$ cat config.mk
export PLATFORM = sky130hd
export DESIGN_NAME = ssr_scan_ctrl
export DESIGN_NICKNAME = d
export VERILOG_FILES = /design/src/ssr_scan_ctrl.v
export VERILOG_INCLUDE_DIRS = /design/src /design/src/src
export SDC_FILE = /design/constraint.sdc
export NUM_CORES = 1
export LEC_CHECK = 0
export ABC_AREA = 1
export CAP_MARGIN = 20
export CORE_MARGIN = 5
export CORE_UTILIZATION = 55
export DETAILED_ROUTE_END_ITERATION = 7
export DONT_BUFFER_PORTS = 1
export PLACE_DENSITY = 0.7
export SYNTH_ARGS = -nofsm -noshare
export SYNTH_HDL_FRONTEND = slang
export SYNTH_SLANG_ARGS = --single-unit
$ cat constraint.sdc
create_clock -name mclk -period 4.9 [get_ports mclk]
set_clock_uncertainty 0.05 [all_clocks]
set_input_delay 0 -clock mclk [delete_from_list [all_inputs] [get_ports mclk]]
set_output_delay 0 -clock mclk [all_outputs]
set_load 0.05 [all_outputs]
$ cat src/ssr_consts.vh
// Register map, field positions, reset values and timing counts
// Notes on behaviour
// - Start sampled on edge; converts 3 cycles plus one sample period later.
// - Clearing synchroniser enable removes two cycles of trigger latency.
// - Conversion ends sample time plus 14 sample periods after it begins.
// - Delayed converter clock: 50% duty, tracks sample clock, lags one cycle.
// - Sample-done pulses when the sample window of the current channel ends.
// - Continuous mode pulses end-of-scan after last channel, then rescans.
// - Result word: data 15:0, saturate 29, range 30, valid 31.
// - Results leave working storage only after all enabled channels sampled.
// - Channel results at consecutive words: base plus channel times four.
// - Pulse DMA request at each end of conversion; word reads only.
// - Interrupt output high when any flag AND mask is non-zero.
// - Zero mask bit removes its source from the interrupt output.
// - Masked view reads flags AND masks.
// - Writing one to a flag clears it.
// - End-of-scan flag bit 0 set when a scan completes.
// - Overflow flag bit 1 set when end-of-scan sets while still pending.
// - Firmware start while busy in hardware mode flags bit 2 at its end.
// - Hardware trigger while busy flags bit 3 when its scan completes.
// - Per-channel saturate flag set when raw result is 0x000 or 0xfff.
// - Per-channel range flag set when result meets limit compare condition.
// - Saturate masked view is flags AND masks; non-zero raises interrupt.
// - Range masked view is flags AND masks; non-zero raises interrupt.
`ifndef SSR_CONSTS_VH
`define SSR_CONSTS_VH
`define SSR_A_CTRL 12'h000
`define SSR_A_TIMING 12'h004
`define SSR_A_CHAN_EN 12'h008
`define SSR_A_LIMITS 12'h00c
`define SSR_A_COMPARE 12'h010
`define SSR_A_STATUS 12'h014
`define SSR_A_INTR 12'h020
`define SSR_A_INTR_MASK 12'h024
`define SSR_A_INTR_MASKED 12'h028
`define SSR_A_SAT 12'h030
`define SSR_A_SAT_MASK 12'h034
`define SSR_A_SAT_MASKED 12'h038
`define SSR_A_RNG 12'h040
`define SSR_A_RNG_MASK 12'h044
`define SSR_A_RNG_MASKED 12'h048
`define SSR_A_RESULT 12'h080
`define SSR_CTRL_START 0
`define SSR_CTRL_HWMODE 1
`define SSR_CTRL_CONT 2
`define SSR_CTRL_SYNC 3
`define SSR_BIT_SAT 29
`define SSR_BIT_RNG 30
`define SSR_BIT_VALID 31
`define SSR_RST_HALFDIV 8'h01
`define SSR_RST_SAMPLE 8'h04
`define SSR_RST_INTR_MASK 4'hf
`define SSR_RST_CHAN_EN 16'h0001
`define SSR_RST_LIM_HIGH 16'hffff
`define SSR_CONV_EXTRA 9'h00e
`define SSR_START_DLY 10'h002
`define SSR_RAW_MIN 12'h000
`define SSR_RAW_MAX 12'hfff
`endif

$ cat src/ssr_scan_ctrl.v
// Scanning converter sequencer, result store, flags and APB slave
`timescale 1ns/10ps
`include "ssr_consts.vh"
module ssr_scan_ctrl (
  // Clock, reset, enable
  input wire mclk,
  input wire rst_b,
  input wire clkEn,
  // APB slave
  input wire psel,
  input wire penable,
  input wire pwrite,
  input wire [11:0] paddr,
  input wire [31:0] pwdata,
  output reg [31:0] prdata,
  output reg pready,
  output reg pslverr,
  // Trigger and analog core
  input wire startTrig,
  input wire [11:0] convData,
  // Status outputs
  output reg sampleDone,
  output reg endOfScan,
  output reg dmaReq,
  output reg irqOut,
  output reg delayedConvClk
);
  localparam ST_IDLE = 2'd0;
  localparam ST_DELAY = 2'd1;
  localparam ST_CONV = 2'd2;

  // Lowest enabled channel at or above s; 16 when none
  function [4:0] next_ch;
    input [15:0] m;
    input [4:0] s;
    integer i;
    begin
      next_ch = 5'h10;
      for (i = 15; i >= 0; i = i - 1) begin
        if (m[i] && (i >= s)) begin
          next_ch = i[4:0];
        end
      end
    end
  endfunction

  // Configuration
  reg hwMode_q;
  reg contMode_q;
  reg syncEn_q;
  reg fwStart_q;
  reg [7:0] sampleTime_q;
  reg [7:0] halfDiv_q;
  reg [15:0] chanEn_q;
  reg [15:0] limLow_q;
  reg [15:0] limHigh_q;
  reg [1:0] cmpMode_q;
  reg [3:0] intrMask_q;
  reg [15:0] satMask_q;
  reg [15:0] rngMask_q;
  // Flags and results
  reg [3:0] intr_q;
  reg [15:0] sat_q;
  reg [15:0] rng_q;
  reg [15:0] valid_q;
  reg [15:0] work_q [0:15];
  reg [15:0] res_q [0:15];
  // Sequencer
  reg [1:0] state_q;
  reg [9:0] dly_q;
  reg [8:0] cnt_q;
  reg [3:0] ch_q;
  reg pendStart_q;
  reg pendHw_q;
  reg pendFw_q;
  reg curHw_q;
  reg curFw_q;
  // Sample clock
  reg [7:0] divCnt_q;
  reg aclk_q;
  // Trigger capture and synchroniser
  reg cap1_q;
  reg cap2_q;
  reg sync1_q;
  reg sync2_q;
  reg sync3_q;
  reg sync4_q;
  reg [31:0] rdData;
  reg rdHit;
  integer k;

  wire setupPh = psel & ~penable;
  wire [3:0] rdIdx = paddr[5:2];
  wire wrEn = psel & penable & pwrite & pready & ~pslverr;
  wire [3:0] intrClr = (wrEn && paddr == `SSR_A_INTR) ? pwdata[3:0] : 4'h0;
  wire [15:0] satClr = (wrEn && paddr == `SSR_A_SAT) ? pwdata[15:0] : 16'h0;
  wire [15:0] rngClr = (wrEn && paddr == `SSR_A_RNG) ? pwdata[15:0] : 16'h0;

  wire [3:0] intrMasked = intr_q & intrMask_q;
  wire [15:0] satMasked = sat_q & satMask_q;
  wire [15:0] rngMasked = rng_q & rngMask_q;

  wire divWrap = ({1'b0, divCnt_q} + 9'h001) >= {1'b0, halfDiv_q};
  wire aclkRise = divWrap & ~aclk_q;

  // Sync path adds two cycles over the direct capture path
  wire edgeDirect = cap1_q & ~cap2_q;
  wire edgeSync = sync3_q & ~sync4_q;
  wire hwEdge = hwMode_q & (syncEn_q ? edgeSync : edgeDirect);
  wire startReq = hwEdge | fwStart_q;
  wire busy = (state_q != ST_IDLE);

  wire [8:0] cntNx = cnt_q + 9'h001;
  wire [8:0] convEnd = {1'b0, sampleTime_q} + `SSR_CONV_EXTRA;
  wire inConv = (state_q == ST_CONV) & aclkRise;
  wire sampEnd = inConv & (cntNx == {1'b0, sampleTime_q});
  wire convDone = inConv & (cntNx == convEnd);
  wire [4:0] nxCh = next_ch(chanEn_q, {1'b0, ch_q} + 5'h01);
  wire [4:0] firstCh = next_ch(chanEn_q, 5'h00);
  wire scanEnd = convDone & nxCh[4];
  wire [15:0] newVal = {4'h0, convData};
  wire rawSat = (convData == `SSR_RAW_MIN) | (convData == `SSR_RAW_MAX);
  wire belowLo = newVal < limLow_q;
  wire aboveHi = newVal > limHigh_q;
  reg rngHit;
  always @* begin
    case (cmpMode_q)
      2'd0: rngHit = belowLo;
      2'd1: rngHit = ~belowLo & ~aboveHi;
      2'd2: rngHit = aboveHi;
      default: rngHit = belowLo | aboveHi;
    endcase
  end
  // Queued start or continuous mode rescans at once
  wire restart = scanEnd & (contMode_q | pendStart_q);

  wire [15:0] chOne = 16'h0001 << ch_q;
  // Collision bits belong to the scan now ending
  // Overflow takes the old pending bit
  wire [3:0] intrSet = scanEnd ? {curHw_q, curFw_q, intr_q[0], 1'b1} : 4'h0;
  wire [15:0] satSet = (convDone & rawSat) ? chOne : 16'h0;
  wire [15:0] rngSet = (convDone & rngHit) ? chOne : 16'h0;

  // Register read decode
  always @* begin
    rdData = 32'h0;
    rdHit = 1'b1;
    if (paddr[11:6] == 6'h02) begin
      rdData = {valid_q[rdIdx], rng_q[rdIdx], sat_q[rdIdx], 13'h0,
        res_q[rdIdx]};
      rdHit = (paddr[1:0] == 2'b00);
    end else begin
      case (paddr)
        `SSR_A_CTRL: rdData = {28'h0, syncEn_q, contMode_q, hwMode_q, 1'b0};
        `SSR_A_TIMING: rdData = {16'h0, halfDiv_q, sampleTime_q};
        `SSR_A_CHAN_EN: rdData = {16'h0, chanEn_q};
        `SSR_A_LIMITS: rdData = {limHigh_q, limLow_q};
        `SSR_A_COMPARE: rdData = {30'h0, cmpMode_q};
        `SSR_A_STATUS: rdData = {26'h0, pendStart_q, ch_q, busy};
        `SSR_A_INTR: rdData = {28'h0, intr_q};
        `SSR_A_INTR_MASK: rdData = {28'h0, intrMask_q};
        `SSR_A_INTR_MASKED: rdData = {28'h0, intrMasked};
        `SSR_A_SAT: rdData = {16'h0, sat_q};
        `SSR_A_SAT_MASK: rdData = {16'h0, satMask_q};
        `SSR_A_SAT_MASKED: rdData = {16'h0, satMasked};
        `SSR_A_RNG: rdData = {16'h0, rng_q};
        `SSR_A_RNG_MASK: rdData = {16'h0, rngMask_q};
        `SSR_A_RNG_MASKED: rdData = {16'h0, rngMasked};
        default: rdHit = 1'b0;
      endcase
    end
  end

  // APB handshake and configuration
  always @(posedge mclk) begin
    if (!rst_b) begin
      prdata <= 32'h0;
      pready <= 1'b0;
      pslverr <= 1'b0;
      hwMode_q <= 1'b0;
      contMode_q <= 1'b0;
      syncEn_q <= 1'b1;
      fwStart_q <= 1'b0;
      sampleTime_q <= `SSR_RST_SAMPLE;
      halfDiv_q <= `SSR_RST_HALFDIV;
      chanEn_q <= `SSR_RST_CHAN_EN;
      limLow_q <= 16'h0000;
      limHigh_q <= `SSR_RST_LIM_HIGH;
      cmpMode_q <= 2'd0;
      intrMask_q <= `SSR_RST_INTR_MASK;
      satMask_q <= 16'h0;
      rngMask_q <= 16'h0;
    end else if (clkEn) begin
      pready <= setupPh;
      pslverr <= setupPh & ~rdHit;
      fwStart_q <= 1'b0;
      if (setupPh) begin
        prdata <= (pwrite || !rdHit) ? 32'h0 : rdData;
      end
      if (wrEn) begin
        case (paddr)
          `SSR_A_CTRL: begin
            fwStart_q <= pwdata[`SSR_CTRL_START];
            hwMode_q <= pwdata[`SSR_CTRL_HWMODE];
            contMode_q <= pwdata[`SSR_CTRL_CONT];
            syncEn_q <= pwdata[`SSR_CTRL_SYNC];
          end
          `SSR_A_TIMING: begin
            sampleTime_q <= pwdata[7:0];
            halfDiv_q <= pwdata[15:8];
          end
          `SSR_A_CHAN_EN: chanEn_q <= pwdata[15:0];
          `SSR_A_LIMITS: begin
            limLow_q <= pwdata[15:0];
            limHigh_q <= pwdata[31:16];
          end
          `SSR_A_COMPARE: cmpMode_q <= pwdata[1:0];
          `SSR_A_INTR_MASK: intrMask_q <= pwdata[3:0];
          `SSR_A_SAT_MASK: satMask_q <= pwdata[15:0];
          `SSR_A_RNG_MASK: rngMask_q <= pwdata[15:0];
          default: ;
        endcase
      end
    end
  end

  // Sample clock divider and delayed converter clock
  always @(posedge mclk) begin
    if (!rst_b) begin
      divCnt_q <= 8'h00;
      aclk_q <= 1'b0;
      delayedConvClk <= 1'b0;
    end else if (clkEn) begin
      divCnt_q <= divWrap ? 8'h00 : divCnt_q + 8'h01;
      if (divWrap) begin
        aclk_q <= ~aclk_q;
      end
      delayedConvClk <= aclk_q;
    end
  end

  // Trigger capture
  always @(posedge mclk) begin
    if (!rst_b) begin
      cap1_q <= 1'b0;
      cap2_q <= 1'b0;
      sync1_q <= 1'b0;
      sync2_q <= 1'b0;
      sync3_q <= 1'b0;
      sync4_q <= 1'b0;
    end else if (clkEn) begin
      cap1_q <= startTrig;
      cap2_q <= cap1_q;
      sync1_q <= startTrig;
      sync2_q <= sync1_q;
      sync3_q <= sync2_q;
      sync4_q <= sync3_q;
    end
  end

  // Sequencer
  always @(posedge mclk) begin
    if (!rst_b) begin
      state_q <= ST_IDLE;
      dly_q <= 10'h0;
      cnt_q <= 9'h0;
      ch_q <= 4'h0;
      pendStart_q <= 1'b0;
      pendHw_q <= 1'b0;
      pendFw_q <= 1'b0;
      curHw_q <= 1'b0;
      curFw_q <= 1'b0;
      sampleDone <= 1'b0;
      endOfScan <= 1'b0;
      dmaReq <= 1'b0;
    end else if (clkEn) begin
      sampleDone <= sampEnd;
      endOfScan <= scanEnd;
      dmaReq <= convDone;
      if (busy && startReq) begin
        pendStart_q <= 1'b1;
        pendHw_q <= pendHw_q | hwEdge;
        pendFw_q <= pendFw_q | (fwStart_q & hwMode_q);
      end
      case (state_q)
        ST_IDLE: begin
          if (startReq && chanEn_q != 16'h0) begin
            state_q <= ST_DELAY;
            dly_q <= `SSR_START_DLY + {1'b0, halfDiv_q, 1'b0};
            curHw_q <= 1'b0;
            curFw_q <= 1'b0;
          end
        end
        ST_DELAY: begin
          if (dly_q == 10'h0) begin
            state_q <= ST_CONV;
            ch_q <= firstCh[3:0];
            cnt_q <= 9'h0;
          end else begin
            dly_q <= dly_q - 10'h001;
          end
        end
        ST_CONV: begin
          if (convDone && !nxCh[4]) begin
            ch_q <= nxCh[3:0];
            cnt_q <= 9'h0;
          end else if (restart && !firstCh[4]) begin
            ch_q <= firstCh[3:0];
            cnt_q <= 9'h0;
            curHw_q <= pendHw_q;
            curFw_q <= pendFw_q;
            pendStart_q <= 1'b0;
            pendHw_q <= 1'b0;
            pendFw_q <= 1'b0;
          end else if (scanEnd) begin
            state_q <= ST_IDLE;
            curHw_q <= 1'b0;
            curFw_q <= 1'b0;
            pendStart_q <= 1'b0;
            pendHw_q <= 1'b0;
            pendFw_q <= 1'b0;
          end else if (aclkRise) begin
            cnt_q <= cntNx;
          end
        end
        default: state_q <= ST_IDLE;
      endcase
    end
  end

  // Flags, a set beats a same-cycle clear
  always @(posedge mclk) begin
    if (!rst_b) begin
      intr_q <= 4'h0;
      sat_q <= 16'h0;
      rng_q <= 16'h0;
    end else if (clkEn) begin
      intr_q <= (intr_q & ~intrClr) | intrSet;
      sat_q <= (sat_q & ~satClr) | satSet;
      rng_q <= (rng_q & ~rngClr) | rngSet;
    end
  end

  // Interrupt output from all masked views
  always @(posedge mclk) begin
    if (!rst_b) begin
      irqOut <= 1'b0;
    end else if (clkEn) begin
      irqOut <= (|intrMasked) | (|satMasked) | (|rngMasked);
    end
  end

  // Working storage and result words
  always @(posedge mclk) begin
    if (!rst_b) begin
      valid_q <= 16'h0;
      for (k = 0; k < 16; k = k + 1) begin
        work_q[k] <= 16'h0;
        res_q[k] <= 16'h0;
      end
    end else if (clkEn) begin
      if (convDone) begin
        work_q[ch_q] <= newVal;
      end
      if (scanEnd) begin
        for (k = 0; k < 16; k = k + 1) begin
          if (chanEn_q[k]) begin
            res_q[k] <= (k == ch_q) ? newVal : work_q[k];
            valid_q[k] <= 1'b1;
          end
        end
      end
    end
  end
endmodule

==> results_dict.tcl <==
set metrics [dict create \
    die-area_um2 59100 \
    use_met3_pct 9.26 \
    fmax_mhz 228 \
    layout.nets 3474 \
    numCtsBuffers 67 \
    rsz0062_at_grt "no" \
    row_count 85 \
    critPathKind "flip-flop to flip-flop" \
    async_flop_share_pct 0 \
    worstMarginPinSlew_ns 1.20 \
    syn_avg_cell_area_um2 8.91 \
    area_growth_pct 11.6 \
    crit_family "simple AND/OR/NAND/NOR gates" \
    hold_path_class "primary input to flip-flop" \
    crit_path_max_fanout 12 \
    critPathLaunchType "flip-flop" \
    met2_usage_pct 55.1 \
    post_cts_resized 0 \
    grt_pass1_vias 24700 \
    place_congestion 1.05 \
    hpwl_mm 75.1 \
    h-tree-depth 3 \
    total_power_uw 11600 \
    wirelength_mm 110 \
    grt_max_degree 243 \
    ys_types 65 \
    drive_gt1_share_pct 8.70 \
    syn-num-nets 3460 \
    io_pins 102 \
    tritoncts "built" \
    ys.flop_type "edfxtp_1" \
    setup_tns_ns 0 \
    cts.path.max_buffers 3 \
    power.leakage_uw 0.0119 \
    start_util_pct 55.5 \
    critPathRequiredTime_ns 5.10 \
    crit_buf_inv 3 \
    drc_errors 0 \
    violations "negative hold slack" \
    clk_pin_slew_ns 0.06 \
    synth-seq-cells 624 \
    dpl_cell_area_um2 30400 \
    vdd_drop_max_mv 0.303 \
    clock-sinks 624 \
    gr-total-overflow 0 \
    top_regs "res_q: 192 flops, work_q: 192 flops, prdata: 32 flops" \
    ant_nets 0 \
    path_common_cell "nand2_1" \
    num_vias 26400 \
    relSlewSlack_pct 20.0 \
    dieWidth_um 243 \
    max_stage_delay_ns 0.48 \
    hold_viol 5 \
    antenna_found_initial 2 \
    crit_slowest_cell "nand2_1" \
    outcome "finished with violations" \
    track_usage_pct 36.2 \
    port_buffers 0 \
    clk_latency_ns 0.62 \
    syn_inst 3352 \
    yosysWarnings 0 \
    met1_usage_pct 46.4 \
    slew_violations 0 \
    critical_path_arrival_ns 4.58 \
    ys_seq_area_share_pct 54.7 \
    crit_chain "inv_1, nor3_1, nand3_1, xor2_1, inv_1, ha_1, nand2_1, and3b_1, nand4_1, o2111ai_1, nand2_1, nand2_1, nand2_1, inv_1, nand2_1, nor2_2, nand2_4, nor2_4, nand2_1, nand2_1" \
    wire_per_inst_um 26.8 \
    die_h_um 243 \
    powerDensity_nw_per_um2 347 \
    min_period_ns 4.38 \
    cts-root-buf "clkbuf_16" \
    drt_iter0_drc 3890 \
    setup_viol 0 \
    core_area_um2 53800 \
    drv_cap 0 \
    drt_pass1_iterations 6 \
    syn_area_um2 29900 \
    design_area_um2 33300 \
    cp-end-kind "flip-flop" \
    hold_ws_ns -0.0695 \
    fill_cells 4515 \
    grt_pass1_wl_mm 161 \
    synth_edf_count 384 \
    fin_crit_sh_pct 89.4 \
    routed_via_density 6.43 \
    top_usage_layer "met2" \
]
-- synth_stat cells, types with 12 or more instances --
master    count  area share (%)
nor4_1       17            0.36
a22oi_1      14            0.35
nand4_1      76             1.6
a21oi_1     352             5.9
nand3_1      69             1.2
xor2_1       20            0.59
edfxtp_1    384              39
o211ai_1     28            0.70
a21oi_2      64             1.9
a221oi_1     12            0.35
buf_1        16            0.20
ha_1         45             1.9
inv_1       248             3.1
nand2_1     612             7.7
dfxtp_1     240              16
o22ai_1     143             3.0
nor3_1       21            0.35
clkbuf_1    161             2.0
nor2_1      345             4.3
o21ai_0     319             5.3
-- cell families after synthesis --
group	share of synthesized area [%]
AO/OA/AOI/OAI	19.3
XOR/XNOR	0.788
adder cells (fa/ha/maj)	1.88
buffers and inverters	6.28
flip-flops	54.7
AND/OR/NAND/NOR	17.0
-- worst paths after layout --
kind / startpoint / endpoint / slack (ns) / cells past startpoint
hold reg to reg: valid_q[7] / valid_q[7] / 0.39 / 2
hold / removal: rst_b / sampleTime_q[2] / -0.07 / 2
setup reg to reg: divCnt_q[0] / work_q[14][6] / 0.52 / 20
setup / recovery: divCnt_q[0] / work_q[14][6] / 0.52 / 20
-- worst reg2reg max path, delay by kind of cell (launching register included) --
kind	cells	cell delay, ns
flip-flops	1	0.36
buffers and inverters	3	0.23
adder cells (fa/ha/maj)	1	0.27
XOR/XNOR	1	0.24
AO/OA/AOI/OAI	1	0.09
AND/OR/NAND/NOR	14	2.79
-- timing repair --
item	4_1_cts	5_1_grt
hold buffers	70	0
buffers inserted	0	0
hold endpoints to repair	942	0
-- placed cells by master (no fill, tap or decap), types with 11 or more instances in the layout --
cell           count
edfxtp_1         384
nor4_1            17
o21ai_1           17
clkbuf_16         67
nor2_2            13
xor2_1            20
a21oi_1          352
buf_4             77
inv_1            246
dfxtp_1          240
clkinv_2          11
nor3_1            19
nand4_1           76
nor2_1           343
ha_1              45
a21oi_2           64
a22oi_1           14
a211oi_1          11
o22ai_1          143
nand3_1           69
nand2_1          610
a221oi_1          12
o211ai_1          28
o21ai_0          309
dlygate4sd3_1     67
clkbuf_1          18
-- per-stage QoR --
stage          util (%)  setup WS [ns]  std cells
6_report           62.0          0.519       4111
5_1_grt            62.0          0.158       4109
4_1_cts            61.9          0.602       4106
3_5_place_dp       56.6          0.615       3920
3_3_place_gp       56.6          0.770       3920
2_1_floorplan         -          0.886       3352
-- final cells by class --
type | count | area, µm² | area share (%)
repair buffers | 150 | 1360 | 4.09
inverters | 261 | 985 | 2.95
clock buffers | 92 | 1830 | 5.50
multi-input cells | 2262 | 11700 | 35.0
diodes | 2 | 5.00 | 0.0150
flip-flops and latches | 624 | 16300 | 49.0
clock inverters | 24 | 272 | 0.814
well taps | 696 | 871 | 2.61
-- routing by layer --
layer	vias to the layer above	share of wire, %
li1	11800	-
met1	12500	37
met2	1755	44
met3	398	12
met4	2	7.6
met5	-	0.015
-- report_power, final --
part	internal (µW)	total [µW]	switching [µW]
clock	2850	4970	2120
combinational	202	833	631
sequential	5700	5760	68.6
Note: power is estimated with default switching activity, not from simulation.
